## src/mmd_pkg.sv

```systemverilog
// memory map decoder package: region codes, address bounds, register layout
// assumes a 20-bit processor address bus and byte-wide register writes
package mmd_pkg;

  localparam int ADDR_W = 20;

  // flash geometry
  localparam logic [19:0] FLASH_SMALL_TOP = 20'h01fff;
  localparam logic [19:0] FLASH_LARGE_TOP = 20'h03fff;
  localparam int BLOCK_LSB = 10;
  localparam logic [19:0] VEC_LO = 20'h00000;
  localparam logic [19:0] VEC_HI = 20'h0007f;
  localparam logic [19:0] TABLE_CALL_INSTRUCTION_LO = 20'h00080;
  localparam logic [19:0] TABLE_CALL_INSTRUCTION_HI = 20'h000bf;
  localparam logic [19:0] OPT_LO = 20'h000c0;
  localparam logic [19:0] OPT_HI = 20'h000c3;
  localparam logic [19:0] DBGID_LO = 20'h000c4;
  localparam logic [19:0] DBGID_HI = 20'h000cd;
  localparam logic [19:0] RESET_VEC = 20'h00000;

  // upper regions
  localparam logic [19:0] XSFR_LO = 20'hf0000;
  localparam logic [19:0] XSFR_HI = 20'hf07ff;
  localparam logic [19:0] MIRROR_LO = 20'hf0000;
  localparam logic [19:0] MIRROR_HI = 20'hfffff;
  localparam logic [19:0] MIRROR_MASK = 20'h03fff;
  localparam logic [19:0] RAM_LO = 20'hff900;
  localparam logic [19:0] RAM_HI = 20'hffeff;
  localparam logic [19:0] GPR_LO = 20'hffee0;
  localparam logic [19:0] GPR_HI = 20'hffeff;
  localparam logic [19:0] SFR_LO = 20'hfff00;
  localparam logic [19:0] SFR_HI = 20'hfffff;

  // mirror control register
  localparam logic [19:0] MSC_ADDR = 20'hffffe;
  localparam logic [7:0] MSC_RESET = 8'h00;
  localparam int MSC_MAA_BIT = 0;
  localparam logic RPD_RESET = 1'b0;

  typedef enum logic [3:0] {
    MMD_R_NONE = 4'h0,
    MMD_R_VECTOR = 4'h1,
    MMD_R_TABLE_CALL_INSTRUCTION = 4'h2,
    MMD_R_OPTION = 4'h3,
    MMD_R_DBGID = 4'h4,
    MMD_R_FLASH = 4'h5,
    MMD_R_MIRROR = 4'h6,
    MMD_R_RAM = 4'h7,
    MMD_R_GPR = 4'h8,
    MMD_R_SFR = 4'h9,
    MMD_R_XSFR = 4'ha,
    MMD_R_ILLEGAL = 4'hb
  } mmd_region_t;

  // one processor request
  typedef struct packed {
    logic valid;
    logic fetch;
    logic write;
    logic [19:0] addr;
  } mmd_req_t;

  // one decoded answer
  typedef struct packed {
    mmd_region_t region;
    logic [19:0] phys;
    logic [3:0] block;
    logic hi_byte;
    logic illegal;
  } mmd_dec_t;

endpackage : mmd_pkg

```

## src/mmd_region_lut.sv

```systemverilog
// combinational address classifier for the memory map decoder
// assumes the caller registers the result and supplies the mirror select bit
`timescale 1ns/1ps
`default_nettype none
module mmd_region_lut (
  input wire mmd_pkg::mmd_req_t req,
  input wire logic large_part,
  input wire logic mirror_area_select,
  output mmd_pkg::mmd_dec_t dec
);

  // inclusive range check, used for every region except flash, which compares against flash_top only
  function automatic logic in_rng(input logic [19:0] a, input logic [19:0] lo,
                                  input logic [19:0] hi);
    in_rng = (a >= lo) && (a <= hi);
  endfunction : in_rng

  logic [19:0] a;
  logic [19:0] flash_top;
  assign a = req.addr;
  assign flash_top = large_part ? mmd_pkg::FLASH_LARGE_TOP : mmd_pkg::FLASH_SMALL_TOP;

  // priority: sfr, ram, extended sfr ahead of the mirror
  always_comb begin
    dec = '0;
    dec.phys = a;
    dec.block = a[mmd_pkg::BLOCK_LSB +: 4];
    dec.hi_byte = a[0];
    if (!req.valid) begin
      dec.region = mmd_pkg::MMD_R_NONE;
    end else if (in_rng(a, mmd_pkg::SFR_LO, mmd_pkg::SFR_HI)) begin
      dec.region = mmd_pkg::MMD_R_SFR;
    end else if (in_rng(a, mmd_pkg::GPR_LO, mmd_pkg::GPR_HI)) begin
      dec.region = mmd_pkg::MMD_R_GPR;
    end else if (in_rng(a, mmd_pkg::RAM_LO, mmd_pkg::RAM_HI)) begin
      dec.region = mmd_pkg::MMD_R_RAM;
    end else if (in_rng(a, mmd_pkg::XSFR_LO, mmd_pkg::XSFR_HI)) begin
      dec.region = mmd_pkg::MMD_R_XSFR;
    end else if (in_rng(a, mmd_pkg::MIRROR_LO, mmd_pkg::MIRROR_HI)) begin
      // mirror only on the large part, data reads, legal source select
      if (large_part && !req.fetch && !req.write && !mirror_area_select) begin
        dec.region = mmd_pkg::MMD_R_MIRROR;
        dec.phys = a & mmd_pkg::MIRROR_MASK;
        dec.block = dec.phys[mmd_pkg::BLOCK_LSB +: 4];
      end else begin
        dec.region = mmd_pkg::MMD_R_ILLEGAL;
      end
    end else if (a <= flash_top) begin
      if (in_rng(a, mmd_pkg::VEC_LO, mmd_pkg::VEC_HI)) begin
        dec.region = mmd_pkg::MMD_R_VECTOR;
      end else if (in_rng(a, mmd_pkg::TABLE_CALL_INSTRUCTION_LO, mmd_pkg::TABLE_CALL_INSTRUCTION_HI)) begin
        dec.region = mmd_pkg::MMD_R_TABLE_CALL_INSTRUCTION;
      end else if (in_rng(a, mmd_pkg::OPT_LO, mmd_pkg::OPT_HI)) begin
        dec.region = mmd_pkg::MMD_R_OPTION;
      end else if (in_rng(a, mmd_pkg::DBGID_LO, mmd_pkg::DBGID_HI)) begin
        dec.region = mmd_pkg::MMD_R_DBGID;
      end else begin
        dec.region = mmd_pkg::MMD_R_FLASH;
      end
    end else begin
      dec.region = mmd_pkg::MMD_R_ILLEGAL;
    end
    // gpr fetches never reach storage; flash writes still decode as flash
    if (req.valid && req.fetch && dec.region == mmd_pkg::MMD_R_GPR) begin
      dec.region = mmd_pkg::MMD_R_ILLEGAL;
    end
    dec.illegal = (dec.region == mmd_pkg::MMD_R_ILLEGAL);
  end

endmodule : mmd_region_lut
`default_nettype wire

```

## src/mmd_decoder.sv

```systemverilog
// memory map decoder top: registered region decode plus mirror control register
// assumes the core drives one request per cycle, synchronous to sys_clk
//
// Overview of operation
// - every fetch and data access carries a 20-bit address over 1 MB
// - flash block number is address over 1 KB, blocks 00H to 0FH
// - flash ends at 01FFFH on the small part, 03FFFH on the large
// - 00000H to 0007FH is the vector table of two-byte entries
// - table words take low byte at even address, high byte at odd
// - every reset cause uses the vector slot at 0000H
// - 00080H to 000BFH holds two-byte table-call entry addresses
// - 000C0H to 000C3H decodes as option bytes
// - 000C4H to 000CDH decodes as debug security identifier
// - large part: data reads at F0000H-FFFFFH return flash by low 14 bits
// - sfr, extended sfr, ram and prohibited areas override the mirror
// - mirror answers data reads only; fetches and writes are refused
// - mirror control at FFFFEH resets to 00H, bits 7 to 1 read zero
// - mirror control accepts single-bit and full byte writes
// - ram spans FF900H to FFEFFH, for data, and for fetch below FFEE0H
// - FFEE0H to FFEFFH holds four banks of eight byte registers
// - FFF00H to FFFFFH decodes as peripheral register area
// - reset enables ram parity reset; software initialises ram first
// - F0000H to F07FFH decodes as extended peripheral area over the mirror
`timescale 1ns/1ps
`default_nettype none
module mmd_decoder (
  input wire logic sys_clk,
  input wire logic rst_n,
  input wire logic large_part,
  input wire logic req_valid,
  input wire logic req_fetch,
  input wire logic req_write,
  input wire logic [19:0] req_addr,
  input wire logic [7:0] req_wdata,
  input wire logic req_bit_op,
  input wire logic [2:0] req_bit_sel,
  input wire logic parity_disable_wr,
  input wire logic parity_disable_val,
  output mmd_pkg::mmd_region_t dec_region,
  output logic [19:0] dec_phys_addr,
  output logic [3:0] dec_block,
  output logic dec_hi_byte,
  output logic dec_valid,
  output logic illegal_access_cause,
  output logic reset_vector_hit,
  output logic [7:0] msc_rdata,
  output logic msc_rvalid,
  output logic ram_parity_reset_disable
);

  // whole module state in one record
  typedef struct packed {
    logic [7:0] msc;
    logic rpd;
    mmd_pkg::mmd_region_t region;
    logic [19:0] phys;
    logic [3:0] block;
    logic hi_byte;
    logic valid;
    logic illegal;
    logic rst_vec;
    logic [7:0] rdata;
    logic rvalid;
  } mmd_state_t;

  mmd_state_t st_ff;
  mmd_state_t nxt_st;
  mmd_pkg::mmd_req_t req;
  mmd_pkg::mmd_dec_t dec;
  logic msc_hit;

  assign req = '{valid: req_valid, fetch: req_fetch, write: req_write, addr: req_addr};
  assign msc_hit = req_valid && !req_fetch && (req_addr == mmd_pkg::MSC_ADDR);

  mmd_region_lut u_lut (
    .req(req),
    .large_part(large_part),
    .mirror_area_select(st_ff.msc[mmd_pkg::MSC_MAA_BIT]),
    .dec(dec)
  );

  // next-state: register writes, readback and registered decode
  always_comb begin
    nxt_st = st_ff;
    nxt_st.rvalid = 1'b0;
    if (msc_hit && req_write) begin
      if (req_bit_op) begin
        // bit manipulation touches one bit; only bit 0 is implemented
        if (req_bit_sel == 3'h0) begin
          nxt_st.msc[mmd_pkg::MSC_MAA_BIT] = req_wdata[0];
        end
      end else begin
        nxt_st.msc[mmd_pkg::MSC_MAA_BIT] = req_wdata[mmd_pkg::MSC_MAA_BIT];
      end
      nxt_st.msc[7:1] = 7'h00;
    end
    if (msc_hit && !req_write) begin
      nxt_st.rdata = {7'h00, st_ff.msc[mmd_pkg::MSC_MAA_BIT]};
      nxt_st.rvalid = 1'b1;
    end
    if (parity_disable_wr) begin
      nxt_st.rpd = parity_disable_val;
    end
    nxt_st.region = dec.region;
    nxt_st.phys = dec.phys;
    nxt_st.block = dec.block;
    nxt_st.hi_byte = dec.hi_byte;
    nxt_st.valid = req_valid;
    nxt_st.illegal = dec.illegal;
    nxt_st.rst_vec = req_valid && !req_write && (req_addr[19:1] == mmd_pkg::RESET_VEC[19:1]);
  end

  // synchronous reset: control state to documented defaults
  always_ff @(posedge sys_clk) begin
    if (!rst_n) begin
      st_ff <= '0;
      st_ff.msc <= mmd_pkg::MSC_RESET;
      st_ff.rpd <= mmd_pkg::RPD_RESET;
      st_ff.region <= mmd_pkg::MMD_R_NONE;
    end else begin
      st_ff <= nxt_st;
    end
  end

  assign dec_region = st_ff.region;
  assign dec_phys_addr = st_ff.phys;
  assign dec_block = st_ff.block;
  assign dec_hi_byte = st_ff.hi_byte;
  assign dec_valid = st_ff.valid;
  assign illegal_access_cause = st_ff.illegal;
  assign reset_vector_hit = st_ff.rst_vec;
  assign msc_rdata = st_ff.rdata;
  assign msc_rvalid = st_ff.rvalid;
  assign ram_parity_reset_disable = st_ff.rpd;
endmodule : mmd_decoder
`default_nettype wire

```

## config.mk

```make
export PLATFORM = sky130hd
export DESIGN_NAME = mmd_decoder
export DESIGN_NICKNAME = d
export VERILOG_FILES = /design/src/mmd_pkg.sv /design/src/mmd_region_lut.sv /design/src/mmd_decoder.sv
export SDC_FILE = /design/constraint.sdc
export NUM_CORES = 1
export LEC_CHECK = 0
export BUFFER_PORTS_ARGS = -buffer_cell sky130_fd_sc_hd__clkbuf_2
export CORE_ASPECT_RATIO = 0.5
export CORE_MARGIN = 2
export CORE_UTILIZATION = 43
export DETAILED_ROUTE_END_ITERATION = 16
export PLACE_DENSITY = 0.82
export SLEW_MARGIN = 5
export SYNTH_ARGS = -nofsm -noshare
export SYNTH_HDL_FRONTEND = slang
export SYNTH_SLANG_ARGS = --single-unit
```

## constraint.sdc

```tcl
create_clock -name sys_clk -period 2.59 [get_ports sys_clk]
set_clock_uncertainty 0.05 [all_clocks]
set_input_delay 0.777 -clock sys_clk [delete_from_list [all_inputs] [get_ports sys_clk]]
set_output_delay 0.777 -clock sys_clk [all_outputs]
set_load 0.1 [all_outputs]
```

==> results of run 1 <==
-- cells in the mapped netlist (2+ instances only) --
master	instances	area share, %
a21boi_0	4	2.1
a21oi_1	4	1.4
a31oi_1	2	0.87
a32o_1	2	1.4
and2_1	16	7.0
and3_1	5	2.2
and4_1	2	1.2
buf_2	2	0.70
buf_4	12	6.3
clkbuf_1	2	0.52
dfxtp_1	31	43
inv_1	2	0.52
mux2i_1	3	2.1
nand2_1	8	2.1
nand3_1	5	1.7
nand4_1	8	3.5
nor2_1	6	1.6
nor2b_1	3	1.3
nor3_1	3	1.0
nor3b_1	2	1.0
nor4_1	2	0.87
nor4b_1	2	1.2
o21ai_0	4	1.4
o31ai_1	2	1.0
o41ai_1	2	1.2
or4_1	2	1.0
or4_4	2	1.6
or4b_1	2	1.4
-- placed cells by master, fill, tap and decap left out, types with 3 or more instances in the layout --
| cell | count |
|---|---|
| o21ai_0 | 4 |
| clkbuf_8 | 5 |
| buf_4 | 6 |
| and2_1 | 16 |
| mux2i_1 | 3 |
| nand4_1 | 8 |
| dfxtp_1 | 31 |
| a21boi_0 | 4 |
| a21oi_1 | 4 |
| conb_1 | 7 |
| nor3_1 | 3 |
| nand3_1 | 5 |
| nand2_1 | 8 |
| nor2b_1 | 3 |
| nor2_1 | 6 |
| and3_1 | 5 |
| clkbuf_2 | 67 |
-- through the flow --
step	power (mW)	worst slack [ns]	utilization [%]	instances
finish	1.21	0.345	60.0	261
global route	1.25	0.250	60.0	261
CTS	1.22	0.368	60.0	261
detailed placement	0.881	0.0819	57.7	255
global placement	0.877	0.0933	57.7	255
floorplan	0.816	0.306	-	158
-- power by group --
group          switching (mW)  internal (mW)  total [mW]
Sequential            0.00620          0.499       0.506
Combinational           0.302         0.0632       0.365
Clock                   0.162          0.178       0.341
-- area by class of cell --
type	instances	area, µm²
Clock buffer	6	72.6
Fill cell	277	1230
Sequential cell	31	621
Inverter	2	7.51
Tap cell	40	50.0
Multi-Input combinational cell	109	719
Timing Repair Buffer	73	380
-- registers in the layout, summed over array words and instances, names as in the netlist --
| name | flops |
|---|---|
| dec_region | 4 |
| illegal_access_cause | 1 |
| msc_rdata | 1 |
| reset_vector_hit | 1 |
| st_ff | 1 |
| msc_rvalid | 1 |
| dec_valid | 1 |
| ram_parity_reset_disable | 1 |
| dec_phys_addr | 20 |
-- metal layers --
metal / wire, µm / GRT usage, % / part of all wire (%) / vias up
met3: 428 / 6.40 / 12 / 10
met1: 1470 / 23.8 / 42 / 621
met4: 70 / 11.1 / 2.0 / 0
li1: - / - / - / 684
met2: 1510 / 29.7 / 43 / 80
met5: 0 / 0 / 0 / -
-- worst paths after layout --
path / startpoint / endpoint / slack, ns
setup / recovery: req_addr[11] / dec_region[0] / 0.34
hold / removal: ram_parity_reset_disable / ram_parity_reset_disable / 0.47
setup reg to reg: st_ff[42] / dec_phys_addr[14] / 0.69
hold reg to reg: ram_parity_reset_disable / ram_parity_reset_disable / 0.47
-- cell families (layout without fill, tap and decap cells) --
family                     after synthesis  after routing  synth area share [%]
AOI/OAI and AO/OA                       26             26                  13.4
adders and majority gates                1              1                 0.873
buffers and inverters                   18             81                  8.04
and+or+nand+nor                         72             72                  32.1
muxes                                    3              3                  2.10
DFF                                     31             31                  43.3
other                                    1              7                 0.262
-- worst max-delay path: stages --
cell      delay (ns)
clkbuf_2        0.13
or4_4           0.59
nor4_4          0.29
nand3_2         0.13
a21o_1          0.20
a32o_1          0.24
==> flow_metrics.tcl, run 1 <==
set metrics [dict create \
    rsz0062_at_grt "false" \
    num_io_pins 82 \
    drt_pass1_iterations 4 \
    grt_pass1_vias 1192 \
    drive_above_1_share_pct 37.6 \
    ant_nets 0 \
    wire_per_inst_um 13.3 \
    worstSetupEndpointType "flop" \
    cts.sinks 31 \
    max_clock_freq_ghz 0.445 \
    reg2regPathDepth 3 \
    ys_types 40 \
    clock_path_buffers 2 \
    total_leakage_power_nw 0.871 \
    die_area_um2 3840 \
    grt_pass1_wl_um 5470 \
    vias 1395 \
    h-tree-depth 2 \
    area_growth_pct 29.2 \
    initial_utilization_pct 46.5 \
    stdcell_area_um2 1850 \
    tightest_slew_ns 0.545 \
    crit_required_ns 2.72 \
    cp_max_fo 6 \
    status "finished, final reports clean" \
    die_w_um 85.6 \
    port_buffers 67 \
    post_drt_via_cell_ratio 5.34 \
    async_flop_share_pct 0 \
    synth_area_um2 1430 \
    remaining_drc_errors 0 \
    ir_drop_mv 0.346 \
    coreArea_um2 3080 \
    grt_usage_pct 19.1 \
    cts.reportedPaths.clkPinSlew_ns 0.06 \
    crit_type "primary input to flop" \
    drt_iter0_drc 97 \
    cap_violations 0 \
    cts.repair.resized 0 \
    finalCriticalPeriod_ns 2.25 \
    cts_hold_buf 0 \
    pwr_density_cell_nw_per_um2 655 \
    dp_hpwl_um 2710 \
    hold_path_class "flop to flop" \
    overflow 0 \
    synth_edf_count 0 \
    ys.flop_type "dfxtp_1" \
    hold-worst-slack_ns 0.469 \
    arrival_ns 2.37 \
    grt_max_degree 28 \
    totalWireLength_um 3480 \
    antenna_found_initial 0 \
    fin_setup_tns_ns 0 \
    slew_viol_final 0 \
    hold_depth 2 \
    finalHoldViolations 0 \
    insertedDiodeCount 0 \
    layout_worst_path_cycle_share_pct 86.7 \
    startpoint_type "primary input" \
    insertion_delay_ns 0.28 \
    slew_headroom_pct 63.9 \
    cts_tree "built" \
    finalSetupViolCount 0 \
    ys_seq_area_share_pct 43.3 \
    ys_ff_latch 31 \
    die_height_um 44.8 \
    place.gp.congestion 0.986 \
    post-cts-setup-buffer-count 0 \
    numCtsBuffers 5 \
    syn_inst 152 \
    avgSynthCellArea_um2 9.43 \
    num_rows 14 \
    place_area_um2 1780 \
    yosysWarnings 0 \
    fin_nets 263 \
    cts_root_buf "clkbuf_8" \
]
(Power assumes the default switching activity.)
==> run 2, diff against run 1 <==
ABC_AREA = 1   (was unset)
CORE_UTILIZATION = 45   (was 43)
SETUP_SLACK_MARGIN = 0.5   (was unset)
==> run 2 against run 1 <==
  * Die area is 7.8% higher
  * Combinational power is 5.8% higher
  * Sequential share of layout area is 3.9 points lower
  * Routed wire length is 16% higher
  * Register-to-register slack better by 0.55 ns
  * Sequential power hardly changed
  * Power is 3.9% higher
  * Hold slack worse by 0.057 ns
  * Critical path type unchanged
  * Critical endpoint is now dec_region[1]
  * Largest cell class unchanged
==> flow_metrics.tcl, run 2 <==
set metrics [dict create \
    status "finished, final reports clean" \
    avgSynthCellArea_um2 7.19 \
    dp_cells 337 \
    p_int_uw 750 \
    insertedDiodeCount 0 \
    final_common_cell "clkbuf_2" \
    final_cells 346 \
    finalCriticalPeriod_ns 2.03 \
    ys_types 29 \
    antenna_found_initial 0 \
    synth_edf_count 0 \
    clock_path_buffers 2 \
    hold_path_class "flop to flop" \
    cts_tree "built" \
    cp_top_family "simple AND/OR/NAND/NOR gates" \
    place_area_um2 1960 \
    pwr_density_cell_nw_per_um2 594 \
    cp_max_fo 4 \
    area_growth_pct 30.3 \
    crit_chain "clkbuf_2 > nor2_1 > nand2_1 > nor2_4 > nand3_1 > nand3_2 > nand2_1 > nand2_1 > nand3_2 > a21oi_2 > nor2_1" \
    num_rows 15 \
    coreArea_um2 3450 \
    fin_setup_tns_ns 0 \
    p_sw_uw 508 \
    cts.reportedPaths.clkPinSlew_ns 0.07 \
    die_height_um 46.5 \
    drt_pass1_iterations 4 \
    synth_area_um2 1630 \
    post_drt_via_cell_ratio 4.70 \
    ys_ff_latch 31 \
    ys.flop_type "dfxtp_1" \
    crit_required_ns 2.71 \
    yosysWarnings 0 \
    totalWireLength_um 4030 \
    reg2reg_from "st_ff[42]" \
    reg2reg_slack_ns 1.24 \
    final.setup.worst_slack_ns 0.562 \
    crit_path_start "req_addr[17]" \
    drt_iter0_drc 72 \
    numCtsBuffers 5 \
    grt_max_degree 12 \
    port_buffers 67 \
    reg2regPathDepth 10 \
    slowest_stage "a21oi_2" \
    overflow 0 \
    slew_headroom_pct 63.6 \
    die_area_um2 4140 \
    vias 1627 \
    drive_above_1_share_pct 40.7 \
    grt_usage_pct 21.1 \
    finalHoldViolations 0 \
    ant_nets 0 \
    ir_drop_mv 0.257 \
    clock_power_share_pct 29.1 \
    synth_common_cells "nand2_1, inv_1, dfxtp_1" \
    insertion_delay_ns 0.28 \
    worstSetupEndpointType "flop" \
    startpoint_type "primary input" \
    dp_hpwl_um 3180 \
    multi_input_area_um2 830 \
    crit_type "primary input to flop" \
    die_w_um 89.0 \
    cap_violations 0 \
    yosys.cell_count.top_type "nand2_1" \
    power_mw 1.26 \
    layout_worst_path_cycle_share_pct 78.3 \
    yosysTopAreaCellShare_pct 38.2 \
    register_area_um2 627 \
    remaining_drc_errors 0 \
    ys_seq_area_share_pct 38.2 \
    h-tree-depth 2 \
    wire_per_inst_um 11.7 \
    max_clock_freq_ghz 0.493 \
    fillers 334 \
    post-place-ws_ns 0.278 \
    synth_top_cell_by_area "dfxtp_1" \
    grt_pass1_wl_um 6350 \
    cts_root_buf "clkbuf_8" \
    combinationalPowerShare_pct 30.7 \
    slew_viol_final 0 \
    syn_inst 226 \
    switching_share_pct 40.4 \
    hold-worst-slack_ns 0.413 \
    cp.depth 11 \
    crit_buf_inv 1 \
    crit_top_cell "nand2_1" \
    synth.area.top_cells "dfxtp_1, nand2_1, inv_1" \
    finalSetupViolCount 0 \
    crit_end "dec_region[1]" \
    mostFrequentLayoutCells "clkbuf_2, nand2_1, inv_1" \
    fin_nets 335 \
    largest_reg_flops 20 \
    initial_utilization_pct 47.1 \
    cp_slowest_stage_delay_ns 0.20 \
    num_io_pins 82 \
    grt_pass1_vias 1397 \
    r2r-end "dec_region[1]" \
    stdcell_area_um2 2120 \
    async_flop_share_pct 0 \
    power_frac_seq_pct 40.2 \
    cts.sinks 31 \
    place.gp.congestion 0.907 \
    tightest_slew_ns 0.549 \
    total_leakage_power_nw 1.19 \
    rsz0062_at_grt "false" \
    fin_util_pct 61.3 \
    arrival_ns 2.15 \
]
run 2: logic make-up after synthesis:
family | count (synthesis) | share of synthesized area, %
and+or+nand+nor | 117 | 37.6
DFF | 31 | 38.2
buffers and inverters | 56 | 16.2
AOI/OAI and AO/OA | 20 | 7.08
other | 1 | 0.231
adders and majority gates | 1 | 0.770
run 2: tightest hold or removal path: stages, from the launching register on:
cell and delay [ns]:
dfxtp_1 0.31, inv_1 0.05, a211oi_1 0.06
run 2: cell type report:
| cell class | count | share of cell area [%] |
|---|---|---|
| Sequential cell | 31 | 29.6 |
| Clock buffer | 7 | 3.60 |
| Inverter | 42 | 7.44 |
| Clock inverter | 1 | 0.236 |
| Tap cell | 51 | 3.01 |
| Timing Repair Buffer | 69 | 17.0 |
| Multi-Input combinational cell | 145 | 39.2 |
run 2: worst min path at each step:
stage | start | to | slack [ns] | depth (start not counted)
after CTS | msc_rdata[0] | msc_rdata[0] | 0.42 | 2
after global routing | msc_rdata[0] | msc_rdata[0] | 0.45 | 2
after global placement | msc_rdata[0] | msc_rdata[0] | 0.40 | 2
final | msc_rdata[0] | msc_rdata[0] | 0.41 | 2
after floorplan | st_ff[42] | st_ff[42] | 0.40 | 2
after detailed placement | msc_rdata[0] | msc_rdata[0] | 0.40 | 2
run 2: what timing repair did:
item / in CTS / in global routing
endpoints found under the setup margin: 0 / 3
hold buffers: 0 / 0
resized for setup: 0 / 17
setup buffers: 0 / 1
run 2: routing by layer:
metal | global-route usage [%] | up-vias | part of all wire (%)
met5 | 0 | - | 0
met1 | 29.0 | 745 | 49
met3 | 6.09 | 7 | 5.4
met4 | 6.27 | 0 | 1.1
li1 | - | 820 | -
met2 | 32.4 | 55 | 44
run 2: power by group through the flow:
stage / Combinational [mW] / Clock, mW / Sequential, mW
5_1_grt: 0.407 / 0.405 / 0.508
6_report: 0.386 / 0.366 / 0.506
4_1_cts: 0.379 / 0.373 / 0.507
2_1_floorplan: 0.151 / 0 / 0.682
3_3_place_gp: 0.375 / 0 / 0.516
3_5_place_dp: 0.377 / 0 / 0.517
